**config.mk**
```make
export PLATFORM = sky130hd
export DESIGN_NAME = hkadc_ctrl
export DESIGN_NICKNAME = d
export VERILOG_FILES = /design/src/common/hkadc_pkg.sv /design/src/core/hkadc_ctrl.sv
export SDC_FILE = /design/constraint.sdc
export NUM_CORES = 1
export LEC_CHECK = 0
export BUFFER_PORTS_ARGS = -buffer_cell sky130_fd_sc_hd__buf_2
export CAP_MARGIN = 20
export CELL_PAD_IN_SITES_DETAIL_PLACEMENT = 1
export CELL_PAD_IN_SITES_GLOBAL_PLACEMENT = 1
export CORE_UTILIZATION = 50
export CTS_CLUSTER_SIZE = 16
export DETAILED_ROUTE_END_ITERATION = 6
export PLACE_DENSITY_LB_ADDON = 0.12
export RECOVER_POWER = 50
export SLEW_MARGIN = 25
export SYNTH_ARGS = -nofsm -noshare
export SYNTH_HDL_FRONTEND = slang
export SYNTH_SLANG_ARGS = --single-unit
```
**constraint.sdc**
```tcl
create_clock -name clock_i -period 7.5 [get_ports clock_i]
set_input_delay 0.375 -clock clock_i [delete_from_list [all_inputs] [get_ports clock_i]]
set_output_delay 0.375 -clock clock_i [all_outputs]
set_load 0.05 [all_outputs]
```
**src/common/hkadc_pkg.sv**
```systemverilog
// Shared constants and types for the housekeeping converter control block
package hkadc_pkg;
    // Special function register addresses
    localparam logic [7:0] ADDR_TEMP_RESULT = 8'hD7;
    localparam logic [7:0] ADDR_CONV_START = 8'hD8;
    localparam logic [7:0] ADDR_BAT_RESULT = 8'hDF;
    localparam logic [7:0] ADDR_IRQ_ENABLE = 8'hEC;
    localparam logic [7:0] ADDR_EXT_RESULT = 8'hEF;
    localparam logic [7:0] ADDR_DELTA_CFG = 8'hF3;
    localparam logic [7:0] ADDR_IRQ_FLAGS = 8'hF8;
    localparam logic [7:0] ADDR_STROBE_PER = 8'hF9;
    localparam logic [7:0] ADDR_BAT_THRESH = 8'hFA;

    // Field positions and masks
    localparam int EXT_DELTA_LSB = 0;
    localparam int TEMP_DELTA_LSB = 3;
    localparam int BAT_PER_LSB = 0;
    localparam int EXT_PER_LSB = 2;
    localparam int TEMP_PER_LSB = 4;
    localparam int FLAG_LOW_BAT = 0;
    localparam int FLAG_EXT_CHANGE = 1;
    localparam logic [7:0] START_MASK = 8'h07;
    localparam logic [7:0] DELTA_MASK = 8'h3F;
    localparam logic [7:0] PERIOD_MASK = 8'h3F;
    localparam logic [7:0] FLAG_MASK = 8'h03;
    localparam logic [2:0] DELTA_OFF = 3'h0;
    localparam logic [2:0] DELTA_ALL = 3'h7;
    localparam logic [1:0] PERIOD_OFF = 2'h0;
    localparam logic [1:0] CNT_ONE = 2'h1;

    typedef enum logic [1:0] {
        MODE_FULL = 2'b00,
        MODE_BATT = 2'b01,
        MODE_SLEEP = 2'b10
    } hkadc_mode_t;

    // Channel code equals its start bit position
    typedef enum logic [1:0] {
        CH_BAT = 2'b00,
        CH_TEMP = 2'b01,
        CH_EXT = 2'b10
    } hkadc_chan_t;

    typedef enum logic {
        ST_IDLE = 1'b0,
        ST_WAIT = 1'b1
    } hkadc_fsm_t;

    typedef struct packed {
        logic [7:0] addr;
        logic wr;
        logic [7:0] wdata;
    } hkadc_sfr_t;

    typedef struct packed {
        logic done;
        logic [7:0] code;
    } hkadc_conv_t;

    typedef struct packed {
        hkadc_fsm_t state;
        hkadc_chan_t chan;
        logic single;
        logic [2:0] start;
        logic [2:0] due;
        logic [2:0][1:0] cnt;
        logic [7:0] temp_res;
        logic [7:0] bat_res;
        logic [7:0] ext_res;
        logic [7:0] temp_ref;
        logic [7:0] ext_ref;
        logic [7:0] irq_en;
        logic [7:0] flags;
        logic [7:0] delta;
        logic [7:0] period;
        logic [7:0] thresh;
        logic [7:0] rdata;
        logic temp_irq;
        logic ext_irq;
        logic psm_irq;
        logic req;
        hkadc_chan_t req_chan;
    } hkadc_regs_t;

    localparam hkadc_regs_t REGS_RESET = '0;
endpackage

```
**src/core/hkadc_ctrl.sv**
```systemverilog
// Housekeeping converter control: scheduling, delta compare, flags, result SFRs
// Operation
// - Full-power mode takes single and background temperature conversions.
// - Battery run mode takes only single temperature conversions.
// - Sleep mode takes only background temperature conversions.
// - Temperature result loads only when its interrupt is raised.
// - Temperature interrupt on delta exceeded or on single completion.
// - Temperature interrupt sets no software-visible flag.
// - Battery result is an 8-bit code, 14.6 mV per step.
// - Battery start bit converts once and sets the low-battery flag on result.
// - Battery background conversions run at the 2-bit battery interval.
// - Background battery result below threshold sets the low-battery flag.
// - Low-battery flag drives power interrupt only when enabled.
// - Battery: both in full power, single in battery run, none asleep.
// - Battery result loads only when the low-battery flag is set.
// - External voltage result is an 8-bit code, 15.3 mV per step.
// - External start bit converts once and interrupts on result.
// - External background off after reset, runs once interval nonzero.
// - Background external delta exceeded sets the external change flag.
// - External change flag drives power interrupt only when enabled.
// - External: both in full power, single in battery run, background asleep.
// - External result loads only when its interrupt is raised.
// - Start bits clear once the converter takes the request.
// - Delta zero never interrupts, one to six threshold, seven always.
`timescale 1ns/1ps
`default_nettype none
module hkadc_ctrl (
    // Clock and reset
    input wire logic clock_i,
    input wire logic reset_i,
    // Special function register access
    input wire hkadc_pkg::hkadc_sfr_t sfr_i,
    output var logic [7:0] sfr_rdata_o,
    // Power-saving mode and interval base
    input wire hkadc_pkg::hkadc_mode_t mode_i,
    input wire logic interval_tick_i,
    // Converter handshake
    input wire hkadc_pkg::hkadc_conv_t conv_i,
    output var logic conv_req_o,
    output var hkadc_pkg::hkadc_chan_t conv_chan_o,
    // Interrupts
    output var logic temp_irq_o,
    output var logic ext_irq_o,
    output var logic psm_irq_o
);
    import hkadc_pkg::*;

    hkadc_regs_t q;
    hkadc_regs_t next_q;

    function automatic logic delta_hit(input logic [7:0] code, input logic [7:0] ref_v,
                                       input logic [2:0] d);
        logic [7:0] diff;
        diff = (code > ref_v) ? code - ref_v : ref_v - code;
        if (d == DELTA_OFF)
            return 1'b0;
        else if (d == DELTA_ALL)
            return 1'b1;
        else
            return diff > {5'h00, d};
    endfunction

    function automatic logic [1:0] period_of(input logic [7:0] per, input int ch);
        if (ch == int'(CH_BAT))
            return per[BAT_PER_LSB +: 2];
        else if (ch == int'(CH_EXT))
            return per[EXT_PER_LSB +: 2];
        else
            return per[TEMP_PER_LSB +: 2];
    endfunction

    function automatic logic single_ok(input hkadc_mode_t m);
        // Core is halted in sleep, so no software start is honoured there
        return (m == MODE_FULL) || (m == MODE_BATT);
    endfunction

    function automatic logic bg_ok(input hkadc_mode_t m, input int ch);
        if (m == MODE_FULL)
            return 1'b1;
        else if (m == MODE_SLEEP)
            return ch != int'(CH_BAT);
        else
            return 1'b0;
    endfunction

    function automatic logic [7:0] read_mux(input logic [7:0] a, input hkadc_regs_t r);
        if (a == ADDR_TEMP_RESULT)
            return r.temp_res;
        else if (a == ADDR_CONV_START)
            return {5'h00, r.start};
        else if (a == ADDR_BAT_RESULT)
            return r.bat_res;
        else if (a == ADDR_IRQ_ENABLE)
            return r.irq_en;
        else if (a == ADDR_EXT_RESULT)
            return r.ext_res;
        else if (a == ADDR_DELTA_CFG)
            return r.delta;
        else if (a == ADDR_IRQ_FLAGS)
            return r.flags;
        else if (a == ADDR_STROBE_PER)
            return r.period;
        else if (a == ADDR_BAT_THRESH)
            return r.thresh;
        else
            return 8'h00;
    endfunction

    always_comb
    begin
        logic found;
        logic pick_single;
        logic [1:0] pick;
        logic [1:0] per;
        logic hit;
        logic [2:0] new_start;
        logic [2:0] new_due;
        found = 1'b0;
        pick_single = 1'b0;
        pick = 2'b00;
        per = PERIOD_OFF;
        hit = 1'b0;
        new_start = 3'h0;
        new_due = 3'h0;
        next_q = q;
        next_q.temp_irq = 1'b0;
        next_q.ext_irq = 1'b0;
        next_q.req = 1'b0;

        if (sfr_i.wr)
        begin
            if (sfr_i.addr == ADDR_CONV_START)
            begin
                // Kept apart so a start written while its channel is picked survives
                new_start = sfr_i.wdata[2:0];
                next_q.start = q.start | new_start;
            end
            else if (sfr_i.addr == ADDR_IRQ_ENABLE)
                next_q.irq_en = sfr_i.wdata & FLAG_MASK;
            else if (sfr_i.addr == ADDR_DELTA_CFG)
                next_q.delta = sfr_i.wdata & DELTA_MASK;
            else if (sfr_i.addr == ADDR_IRQ_FLAGS)
                next_q.flags = q.flags & sfr_i.wdata;
            else if (sfr_i.addr == ADDR_STROBE_PER)
                next_q.period = sfr_i.wdata & PERIOD_MASK;
            else if (sfr_i.addr == ADDR_BAT_THRESH)
                next_q.thresh = sfr_i.wdata;
        end

        // Interval counters; field value n means one strobe every n ticks
        for (int i = 0; i < 3; i++)
        begin
            per = period_of(q.period, i);
            if (per == PERIOD_OFF)
            begin
                next_q.cnt[i] = PERIOD_OFF;
                next_q.due[i] = 1'b0;
            end
            else if (interval_tick_i)
            begin
                if (q.cnt[i] + CNT_ONE >= per)
                begin
                    next_q.cnt[i] = PERIOD_OFF;
                    if (bg_ok(mode_i, i))
                    begin
                        new_due[i] = 1'b1;
                        next_q.due[i] = 1'b1;
                    end
                end
                else
                    next_q.cnt[i] = q.cnt[i] + CNT_ONE;
            end
        end

        case (q.state)
            ST_IDLE:
            begin
                // Lowest channel code wins; the rest stay latched for later
                for (int i = 2; i >= 0; i--)
                begin
                    if (q.start[i] && single_ok(mode_i))
                    begin
                        found = 1'b1;
                        pick = i[1:0];
                        pick_single = 1'b1;
                    end
                    else if (q.due[i] && bg_ok(mode_i, i))
                    begin
                        found = 1'b1;
                        pick = i[1:0];
                        pick_single = 1'b0;
                    end
                end
                if (found)
                begin
                    next_q.req = 1'b1;
                    next_q.req_chan = hkadc_chan_t'(pick);
                    next_q.chan = hkadc_chan_t'(pick);
                    next_q.single = pick_single;
                    // A request that lands in this same cycle wins over the clear
                    if (pick_single)
                        next_q.start[pick] = new_start[pick];
                    else
                        next_q.due[pick] = new_due[pick];
                    next_q.state = ST_WAIT;
                end
            end
            ST_WAIT:
            begin
                if (conv_i.done)
                begin
                    next_q.state = ST_IDLE;
                    if (q.chan == CH_TEMP)
                    begin
                        hit = delta_hit(conv_i.code, q.temp_ref,
                                        q.delta[TEMP_DELTA_LSB +: 3]);
                        if (hit || q.single)
                        begin
                            next_q.temp_irq = 1'b1;
                            next_q.temp_res = conv_i.code;
                            next_q.temp_ref = conv_i.code;
                        end
                    end
                    else if (q.chan == CH_BAT)
                    begin
                        if (q.single || (conv_i.code < q.thresh))
                        begin
                            next_q.flags[FLAG_LOW_BAT] = 1'b1;
                            next_q.bat_res = conv_i.code;
                        end
                    end
                    else
                    begin
                        hit = delta_hit(conv_i.code, q.ext_ref,
                                        q.delta[EXT_DELTA_LSB +: 3]);
                        if (hit || q.single)
                        begin
                            next_q.ext_irq = 1'b1;
                            next_q.ext_res = conv_i.code;
                            next_q.ext_ref = conv_i.code;
                        end
                        if (hit && !q.single)
                            next_q.flags[FLAG_EXT_CHANGE] = 1'b1;
                    end
                end
            end
            default:
                next_q.state = ST_IDLE;
        endcase

        // One cycle behind the flags, which keeps the output a plain flop
        next_q.psm_irq = |(q.flags & q.irq_en);
        next_q.rdata = read_mux(sfr_i.addr, q);
    end

    always_ff @(posedge clock_i)
    begin
        if (reset_i)
            q <= REGS_RESET;
        else
            q <= next_q;
    end

    assign sfr_rdata_o = q.rdata;
    assign conv_req_o = q.req;
    assign conv_chan_o = q.req_chan;
    assign temp_irq_o = q.temp_irq;
    assign ext_irq_o = q.ext_irq;
    assign psm_irq_o = q.psm_irq;
endmodule // hkadc_ctrl
`default_nettype wire

```
==> summary.md, run 1 <==
| Metric | Value |
|---|---|
| Routed via count | 5,647 |
| Post-synth top flop | dfxtp_1 |
| CTS tree | built |
| Final hold slack | between 300 and 400 ps |
| Comb pwr share | 13.1% |
| Residual DRC | 0 |
| Reg2reg path depth | 15 |
| Seq pwr share | a little over two fifths |
| CTS H-tree depth | 3 |
| Post-cts resize count | 0 |
| Fin crit share | a little under two thirds |
| Antenna-violating nets left | 0 |
| Footprint of the multi-input gates | 3780 µm² |
| Post-synth top area share | ~28% |
| Status | finished, violations left |
| Skew final | between 5 and 6 ps |
| Core ar. | between 10,000 and 15,000 µm² |
| Distinct cell type count after synthesis | about 70 |
| Crit path max fanout | slightly below 70 |
| Non-Filler Instances | a little under 900 |
| Initial Util | about half |
| Internal cell power | roughly 750 µW |
| DRT Wirelength | 19,400 µm |
| Area contributors post-synth | dfxtp_1 (28%), ha_1 (10%), mux2i_1 (6.0%) |
| Syn Nets | between 800 and 900 |
| Rows | 39 |
| Final hold violations | 0 |
| Sequential element share of the synthesized area | between 20% and 30% |
| Gate Count Post-Synth | roughly 700 |
| Failing checks | capacitance limit, slew limit |
| Wire length per cell | between 20 and 25 µm |
| Deepest clock path buffer count | 2 |
| Unrepaired setup endpoints after global routing | false |
| Setup TNS | 0 ps |
| Max_slew headroom | -99.6% |
| Full die area | ~12,000 µm² |
| Post-DP HPWL | about 15,000 µm |
| Switching power | around 270 µW |
| Worst path arrival time | between 4000 and 5000 ps |
| Lkg Pwr | about 2.3 nW |
| FILL cells | between 1,000 and 1,500 |
| Synth Register Bits | 82 |
| Power Density | 160 nW/µm² |
| Skew-Pair Late Insertion Delay | roughly 350 ps |
| Nets | ~820 |
| Peak supply drop | 0.151 mV |
| Total grt overflow | 0 |
| CTS buffer count | 9 |
| Post-CTS setup buffer count | 0 |
| Max-slew violations | 69 |
| Root Driver | clkbuf_16 |
| Most common cell in the netlist | dfxtp_1 |
| Routed vias/inst | 6.40 |
| Synth async-reset ratio | 0% |
| Largest net degree at the start of global routing | 69 |
| Port buffer count | 44 |
| Worst-path clk slew | ~60 ps |
| Die H | about 110 µm |
| I/O pin count | 45 |
| Hold Crit Depth | 3 |
| DR iter-0 viols | approximately 340 |
| Minimum clock period after layout | ~4800 ps |
| GRT Total Usage | about a third |
| Synth warn | 0 |
| Switching share of power | between 20% and 30% |
| Worst Hold Class | primary input to register |
| Ant diodes | 0 |
| Max Freq | between 0.2 and 0.25 GHz |
| Crit path launch type | primary input |
| Die width | around 110 µm |
| Post-Place Cells | approximately 870 |
| DRT Pass-1 Iters | 5 |
| Mapped cell area | a little under 6000 µm² |
| Clock group share of total power | a little over two fifths |
| First-pass GRT wire length | approximately 30,000 µm |
| Vias in the first global route | 5,540 |
| Required time of the critical path | slightly below 8000 ps |
| Routability cong. | slightly below 0.9 |
| Initial antenna violation count | 0 |
| FF+latch area | 1640 µm² |
| Max-cap violations | 1 |
| Area delta synth->final | 8.20% |
| Crit end category | register |
| Post-synth EDFFs | 0 |
| Final setup vio count | 0 |
| Area leader, netlist | dfxtp_1 |
| Synthesized area per cell | approximately 8.2 µm² |
| Hold buffer count at cts | 0 |
| Worst Max-Slew Pin Slew | between 2000 and 3000 ps |
| Commonest cells post-synth | dfxtp_1 (82), nor2_1 (81), inv_1 (56), ha_1 (49), nand2_1 (49) |
| Fraction of layout cells with a size suffix above 1 | between 8 and 9% |
| Clk sinks | 82 |
| Crit path kind | primary input to register |
## cells by family (layout without fill, tap and decap cells)
kind of cell               after synthesis  count (layout)  synth area share (%)
AOI/OAI and AO/OA                      199             199                  24.5
xor gates and xnor gates                12              12                  1.79
adders and majority gates               53              53                  11.8
buffers and inverters                   98             120                  7.41
DFF                                     82              82                  28.0
muxes                                   39              39                  6.75
and+or+nand+nor                        234             234                  19.7
## worst max-delay path, stage by stage
cell	delay, ps
buf_2	80
clkbuf_1	2100
inv_1	1410
nand2_1	570
nor2_1	80
a32oi_1	200
o311ai_1	140
## sequential cells by signal, summed over array words and instances, names as in the netlist
name         cells
conv_chan_o      2
conv_req_o       1
ext_irq_o        1
psm_irq_o        1
q               68
sfr_rdata_o      8
temp_irq_o       1
## layer usage
| metal | track usage [%] | part of all wire (%) | vias to the layer above |
|---|---|---|---|
| met3 | 5.53 | 4.6 | 28 |
| met5 | 0 | 0 | - |
| li1 | - | - | 2665 |
| met1 | 43.4 | 46 | 2803 |
| met4 | 10.2 | 1.9 | 0 |
| met2 | 54.7 | 47 | 151 |
## area by class of cell
class	instances	area share, %
Multi-Input combinational cell	537	59.7
Sequential cell	82	25.9
Clock buffer	11	3.83
Timing Repair Buffer	48	3.61
Inverter	56	3.32
Tap cell	143	2.82
Clock inverter	5	0.849
## power groups by stage
stage	registers (mW)	clock network, mW	logic (mW)
2_1_floorplan	0.446	0	0.0862
3_3_place_gp	0.446	0	0.125
3_5_place_dp	0.446	0	0.130
4_1_cts	0.436	0.448	0.131
5_1_grt	0.436	0.467	0.145
6_report	0.436	0.446	0.133
## cell usage in the layout, fill, tap and decap left out, types with 9 or more instances in the layout
cell,count
dfxtp_1,82
nor2_1,81
inv_1,56
nand2_1,49
ha_1,49
a21oi_1,45
mux2i_1,35
o21ai_0,32
buf_2,30
nor3_1,23
nand3_1,20
clkbuf_1,16
nand2b_1,11
a32oi_1,10
a22oi_1,9
a31oi_1,9
clkbuf_16,9
## stage by stage
stage	cell area, µm²	util (%)	setup WS, ps	power, mW
2_1_floorplan	5860	-	3470	0.532
3_3_place_gp	6060	53.1	2890	0.571
3_5_place_dp	6060	53.1	2690	0.576
4_1_cts	6360	55.7	2890	1.02
5_1_grt	6340	55.5	2200	1.05
6_report	6340	55.5	2710	1.01
## final timing paths
check,startpoint,end,slack [ps]
worst max-delay path,reset_i,q[69],2710
worst min-delay path,sfr_i[7],q[21],310
worst max register to register,q[62],q[64],2840
worst min register to register,q[44],sfr_rdata_o[6],470
No activity file was read; power rests on OpenSTA's default activity.
==> run 2, diff against run 1 <==
--- a/config.mk
+++ b/config.mk
@@ -9,7 +9,7 @@
 export CAP_MARGIN = 20
 export CELL_PAD_IN_SITES_DETAIL_PLACEMENT = 1
 export CELL_PAD_IN_SITES_GLOBAL_PLACEMENT = 1
-export CORE_UTILIZATION = 50
+export CORE_UTILIZATION = 42
 export CTS_CLUSTER_SIZE = 16
 export DETAILED_ROUTE_END_ITERATION = 6
 export PLACE_DENSITY_LB_ADDON = 0.12
==> constraint.sdc (replaced) <==
create_clock -name clock_i -period 4.1 [get_ports clock_i]
set_input_delay 0.205 -clock clock_i [delete_from_list [all_inputs] [get_ports clock_i]]
set_output_delay 0.205 -clock clock_i [all_outputs]
set_load 0.05 [all_outputs]
==> run 2 against run 1 <==
- the flow finishes with violations (capacitance limit, slew limit, setup timing)
- die area grew 19%
- critical path depth grew 12
- setup slack lost 2700 ps
- wire length grew 3.7%
- hold slack lost 180 ps
- via count grew 2.7%
- first-iteration DRC count grew 19%
- critical path type is now register to register
- critical endpoint is now q[61]
- largest cell class unchanged
- highest routed layer unchanged
==> summary.md, run 2 (synthesis gave the netlist of run 1 again) <==
| Metric | Value |
|---|---|
| Die H | 120 µm (+8.9%) |
| Vias in the first global route | 5,917 (+6.8%) |
| Power Density | 280 nW/µm² (+75%) |
| Wire length per cell | 21.2 µm (-3.7%) |
| FILL cells | 1,630 (+15%) |
| Lkg Pwr | 2.51 nW (+7.3%) |
| Die width | 120 µm (+8.9%) |
| Total design power | 1.91 mW (+88%) |
| GRT Total Usage | 27.8% (-5.1 points) |
| Routed vias/inst | 6.10 (-4.7%) |
| Ant diodes | 0 (unchanged) |
| Hold buffer count at cts | 0 (unchanged) |
| Rows | 42 (+7.7%) |
| Largest net degree at the start of global routing | 68 (-1.4%) |
| Area delta synth->final | 16.7% |
| Crit path max fanout | 3 (-96%) |
| Final setup vio count | 2 (+2) |
| Most common cell on crit path | buf_4 |
| Fraction of layout cells with a size suffix above 1 | 15.2% (+7.0 points) |
| Deepest clock path buffer count | 2 (unchanged) |
| Switching power | 517 µW (+93%) |
| Required time of the critical path | 4370 ps (-3330 ps) |
| Hold Startpoint | sfr_i[6] |
| Most flop-heavy register | q |
| Footprint of the multi-input gates | 3950 µm² (+4.5%) |
| Worst path cell trace | ha_4 -> inv_2 -> fa_2 -> and3_4 -> o2111ai_4 -> a21oi_2 -> buf_4 -> mux2i_1 -> xnor2_1 -> ha_1 -> o21ai_1 -> a32oi_1 -> or4_1 -> nor4_2 -> buf_4 -> a211oi_4 -> o311ai_4 -> buf_6 -> mux2i_4 |
| Antenna-violating nets left | 0 (unchanged) |
| Clk sinks | 82 (unchanged) |
| R2r setup slk | -20 ps (-2860 ps) |
| Skew final | 7.16 ps (+1.51 ps) |
| Initial antenna violation count | 0 (unchanged) |
| Worst-path clk slew | 60 ps (about the same) |
| Most frequent cells in the layout | nor2_1 (81), dfxtp_1 (78), inv_1 (54) |
| Final hold violations | 0 (unchanged) |
| Hold Crit Depth | 3 (unchanged) |
| Setup TNS | -27.4 ps (-27.4 ps) |
| Hold endpoint | q[20] |
| Cell count along the critical path | 19 (+12) |
| Largest register FFs | 68 (unchanged) |
| Crit path launch type | register |
| Comb pwr share | 14.7% (+1.6 points) |
| Core ar. | 13,400 µm² (+17%) |
| Placed standard-cell area | 6330 µm² (+4.5%) |
| Full die area | 14,400 µm² (+19%) |
| CTS H-tree depth | 3 (unchanged) |
| Nets | 853 (+4.3%) |
| Peak supply drop | 0.175 mV (+16%) |
| Slowest cell on crit path | or4_1 |
| Unrepaired setup endpoints after global routing | true |
| Status | finished, violations left |
| Crit path kind | register to register |
| Internal cell power | 1.40 mW (+87%) |
| Most common cell after layout, fill and taps aside | nor2_1 |
| DRT Pass-1 Iters | 5 (unchanged) |
| FF+latch area | 1650 µm² (+0.31%) |
| CTS buffer count | 9 (unchanged) |
| First-pass GRT wire length | 31,000 µm (+4.0%) |
| Worst path arrival time | 4400 ps (-590 ps) |
| FF-to-FF Start | q[54] |
| Initial Util | 43.7% (-7.6 points) |
| Seq pwr share | 41.7% (-1.3 points) |
| Worst Max-Slew Pin Slew | 3060 ps (+69.8 ps) |
| Routed via count | 5,799 (+2.7%) |
| Failing checks | capacitance limit, slew limit, setup timing |
| Minimum clock period after layout | between 4000 and 5000 ps |
| Port buffer count | 44 (unchanged) |
| Skew-Pair Late Insertion Delay | 350 ps (about the same) |
| Final worst slack | -24.9 ps (-2730 ps) |
| Max_slew headroom | -104% (-4.7 points) |
| Reg2reg path depth | 19 (+4) |
| Fin crit share | 101% |
| Max-cap violations | 1 (unchanged) |
| CP delay by family, top | simple AND/OR/NAND/NOR gates |
| Max Freq | approximately 0.24 GHz |
| CP bufs+invs | 4 (+1) |
| Max-slew violations | 68 (-1.4%) |
| Total grt overflow | 0 (unchanged) |
| Switching share of power | 27.0% (+0.65 points) |
| Routability cong. | 0.856 (-2.0%) |
| Clock group share of total power | 43.6% (-0.3 points) |
| Post-DP HPWL | 15,100 µm (+1.3%) |
| R2r endpoint | q[61] |
| Pre-CTS WS | -151 ps (-2840 ps) |
| Crit end category | register |
| CTS tree | built |
| I/O pin count | 45 (unchanged) |
| Residual DRC | 0 (unchanged) |
| Root Driver | clkbuf_16 |
| Worst Hold Class | primary input to register |
| Fin area | 6830 µm² (+7.8%) |
| DR iter-0 viols | 406 (+19%) |
| DRT Wirelength | 20,100 µm (+3.7%) |
| CP max stage delay | 500 ps (-1600 ps) |
run 2: cell types whose count changed in the layout (fill, tap and decap cells not counted), moves of 2 or more:
cell	delta
buf_4	+33
inv_1	-2
ha_4	+6
ha_2	+2
dfxtp_2	+4
a211oi_1	-2
ha_1	-8
clkbuf_1	+2
dfxtp_1	-4
clkinv_2	-2
run 2: layout make-up:
class	instances	area share [%]
multi-input cells	537	57.8
flip-flops and latches	82	24.1
repair buffers	83	7.41
clock buffers	12	3.61
well taps	176	3.22
inverters	56	3.08
clock inverters	4	0.751
run 2: routing by layer:
layer | track usage (%) | vias to the layer above | routed length [µm]
li1 | - | 2726 | -
met1 | 36.1 | 2884 | 9020
met2 | 45.7 | 152 | 9500
met3 | 5.56 | 37 | 963
met4 | 9.06 | 0 | 610
met5 | 0 | - | 0
run 2: tightest hold or removal path: cells and delay by family:
kind / cells / cell delay, ps
buffers and inverters: 1 / 90
multiplexers: 1 / 60
AND/OR/NAND/NOR: 1 / 70
run 2: power groups by stage:
stage                     Clock [mW]  Combinational [mW]  Sequential, mW
final                          0.834               0.280           0.798
after global routing           0.874               0.305           0.797
after CTS                      0.837               0.259           0.798
after detailed placement           0               0.254           0.816
after global placement             0               0.244           0.816
after floorplan                    0               0.158           0.815
run 2: how the worst max path moves through the flow:
| stage | start | to | slack, ps |
|---|---|---|---|
| 4_1_cts | q[57] | q[61] | 10 |
| 3_3_place_gp | conv_i[0] | q[61] | 90 |
| 6_report | q[54] | q[61] | -20 |
| 2_1_floorplan | q[59] | q[54] | 160 |
| 5_1_grt | q[54] | ext_irq_o | -210 |
| 3_5_place_dp | conv_i[0] | q[57] | -150 |
run 2: what timing repair did:
item | in CTS | in global routing
gates resized for setup | 7 | 27
pin swaps | 1 | 11
endpoints found under the setup margin | 8 | 17
buffers inserted | 0 | 7
run 2: metrics by stage:
stage	hold slack, ps	instances	utilization, %
2_1_floorplan	352	717	-
6_report	128	950	51.0
4_1_cts	118	943	49.8
3_5_place_dp	455	927	47.3
3_3_place_gp	445	927	47.2
5_1_grt	136	950	51.0
==> run 3, diff against run 2 <==
--- a/config.mk
+++ b/config.mk
@@ -12,7 +12,7 @@
 export CORE_UTILIZATION = 42
 export CTS_CLUSTER_SIZE = 16
 export DETAILED_ROUTE_END_ITERATION = 6
-export PLACE_DENSITY_LB_ADDON = 0.12
+export PLACE_DENSITY = 0.85
 export RECOVER_POWER = 50
 export SLEW_MARGIN = 25
 export SYNTH_ARGS = -nofsm -noshare
==> run 3 against run 2 <==
- fmax increased by 3.6%
- non-clock buffer count increased by 2
- critical path depth is 2 lower
- utilization increased by 0.59 points
- cell count grew 0.21%
- total power up 1.4%
- clock power up 2%
- the flow now finishes without violations
- register-to-register slack better by 140 ps
- largest cell class unchanged
- combinational power increased by 5%
- wire length rose by 3.1%
==> summary.md, run 3 (synthesis gave the netlist of run 1 again) <==
| Metric | Value |
|---|---|
| DRT Wirelength | 20,700 µm (+3.1%) |
| Power Density | 281 nW/µm² (+0.25%) |
| CTS buffer count | 9 (unchanged) |
| Ant diodes | 0 (unchanged) |
| Worst path arrival time | 4210 ps (-190 ps) |
| Peak supply drop | 0.206 mV (+18%) |
| FF+latch area | 1650 µm² (about the same) |
| Most common cell after layout, fill and taps aside | nor2_1 |
| Nets | 855 (+0.23%) |
| Wire length per cell | 21.8 µm (+2.9%) |
| CP bufs+invs | 3 (-1) |
| Crit path kind | register to register |
| DRT Pass-1 Iters | 5 (unchanged) |
| R2r setup slk | 120 ps (+140 ps) |
| Total grt overflow | 0 (unchanged) |
| Hold Startpoint | sfr_i[7] |
| Skew-Pair Late Insertion Delay | 350 ps (about the same) |
| GRT Total Usage | 28.2% (+0.46 points) |
| FF-to-FF Start | q[62] |
| CP delay by family, top | compound AO/OA/AOI/OAI gates |
| Hold buffer count at cts | 0 (unchanged) |
| Largest net degree at the start of global routing | 68 (unchanged) |
| Rows | 42 (unchanged) |
| Cell count along the critical path | 17 (-2) |
| Fin area | 6910 µm² (+1.2%) |
| Most common cell on crit path | ha_4 |
| Area delta synth->final | 18.0% |
| I/O pin count | 45 (unchanged) |
| Die width | 120 µm (unchanged) |
| Placed standard-cell area | 6340 µm² (about the same) |
| Crit end category | register |
| CTS H-tree depth | 3 (unchanged) |
| Reg2reg path depth | 17 (-2) |
| Largest register FFs | 68 (unchanged) |
| Skew final | 8.11 ps (+0.947 ps) |
| Crit path launch type | register |
| Port buffer count | 44 (unchanged) |
| Slowest cell on crit path | or4b_1 |
| Minimum clock period after layout | 3980 ps (-143 ps) |
| Setup TNS | 0 ps (+27.4 ps) |
| Most frequent cells in the layout | nor2_1 (79), dfxtp_1 (77), inv_1 (55) |
| Routability cong. | 0.945 (+10%) |
| Full die area | 14,400 µm² (unchanged) |
| Fraction of layout cells with a size suffix above 1 | 16.9% (+1.6 points) |
| Vias in the first global route | 5,974 (+0.96%) |
| Fin crit share | 97.1% (-3.5 points) |
| Worst path cell trace | ha_4 -> inv_1 -> fa_2 -> a211oi_4 -> o31a_1 -> nor2_4 -> mux2_4 -> ha_4 -> nor2b_1 -> o21a_1 -> o21ai_1 -> nand4b_1 -> a2111oi_4 -> clkbuf_16 -> buf_12 -> or4b_1 -> o311ai_1 |
| Worst Max-Slew Pin Slew | 1040 ps (-2020 ps) |
| Antenna-violating nets left | 0 (unchanged) |
| Footprint of the multi-input gates | 3980 µm² (+0.70%) |
| FILL cells | 1,618 (-0.74%) |
| CP Launch Point | q[62] |
| R2r endpoint | q[63] |
| Die H | 120 µm (unchanged) |
| CP max stage delay | 450 ps (-50 ps) |
| Required time of the critical path | 4330 ps (-40 ps) |
| Max_slew headroom | 30.3% (+130 points) |
| Worst Setup EP | q[63] |
| Deepest clock path buffer count | 2 (unchanged) |
| Crit path max fanout | 5 (+2) |
| Post-DP HPWL | 15,600 µm (+3.3%) |
| DR iter-0 viols | 531 (+31%) |
| Root Driver | clkbuf_16 |
| Final hold violations | 0 (unchanged) |
| Worst Hold Class | primary input to register |
| Lkg Pwr | 2.55 nW (+1.5%) |
| Initial antenna violation count | 0 (unchanged) |
| Worst-path clk slew | 70 ps (about the same) |
| Status | complete, no violations |
| Clk sinks | 82 (unchanged) |
| Max-cap violations | 0 (-1) |
| Final setup vio count | 0 (-2) |
| Routed via count | 5,994 (+3.4%) |
| Max Freq | 0.251 GHz (+3.6%) |
| Max-slew violations | 0 (-100%) |
| First-pass GRT wire length | 31,700 µm (+2.3%) |
| CTS tree | built |
| Initial Util | 43.7% (unchanged) |
| Residual DRC | 0 (unchanged) |
| Total design power | 1.94 mW (+1.4%) |
| Most flop-heavy register | q |
| Routed vias/inst | 6.30 (+3.1%) |
| Core ar. | 13,400 µm² (unchanged) |
run 3: repair_timing:
action,4_1_cts,5_1_grt
pin swaps,1,12
setup endpoints to repair,13,17
resized for setup,2,53
buffers inserted,0,8
run 3: worst register-to-register path, stage by stage (launching register included):
cell and delay, ps:
dfxtp_2 370, ha_4 140, inv_1 60, fa_2 390, a211oi_4 270, o31a_1 250
nor2_4 60, mux2_4 330, ha_4 220, nor2b_1 130, o21a_1 160, o21ai_1 120
nand4b_1 150, a2111oi_4 350, clkbuf_16 200, buf_12 90, or4b_1 450, o311ai_1 110
run 3: worst min-delay path by stage:
stage | to | slack [ps] | depth (start not counted)
detailed placement | q[41] | 450 | 1
global placement | q[40] | 450 | 1
CTS | q[21] | 130 | 3
global route | q[20] | 140 | 3
floorplan | q[46] | 350 | 2
finish | q[21] | 130 | 3
run 3: layout make-up:
class | instances | area share [%]
Multi-Input combinational cell | 537 | 57.6
Sequential cell | 82 | 23.8
Timing Repair Buffer | 85 | 7.91
Clock buffer | 9 | 3.26
Tap cell | 176 | 3.19
Inverter | 56 | 3.04
Clock inverter | 7 | 1.19
run 3: metrics by stage:
step / worst slack, ps / util [%] / hold slack, ps / cells
global placement: 51.2 / 47.3 / 449 / 928
finish: 118 / 51.6 / 135 / 952
global route: -18.9 / 51.6 / 144 / 952
floorplan: 163 / - / 352 / 717
detailed placement: -232 / 47.3 / 453 / 928
CTS: 16.0 / 49.6 / 129 / 944
run 3: metal layers:
metal	global-route usage, %	up-vias	part of all wire [%]
met5	0	-	0
met4	10.2	0	3.1
met3	5.61	58	6.6
met2	47.8	238	48
met1	35.2	2966	42
li1	-	2732	-
run 3: where the power goes:
part | leakage [nW] | internal [mW] | switching (mW)
Sequential | 0.663 | 0.797 | 0.000723
Combinational | 1.74 | 0.115 | 0.179
Clock | 0.145 | 0.483 | 0.364
Total | 2.55 | 1.39 | 0.544
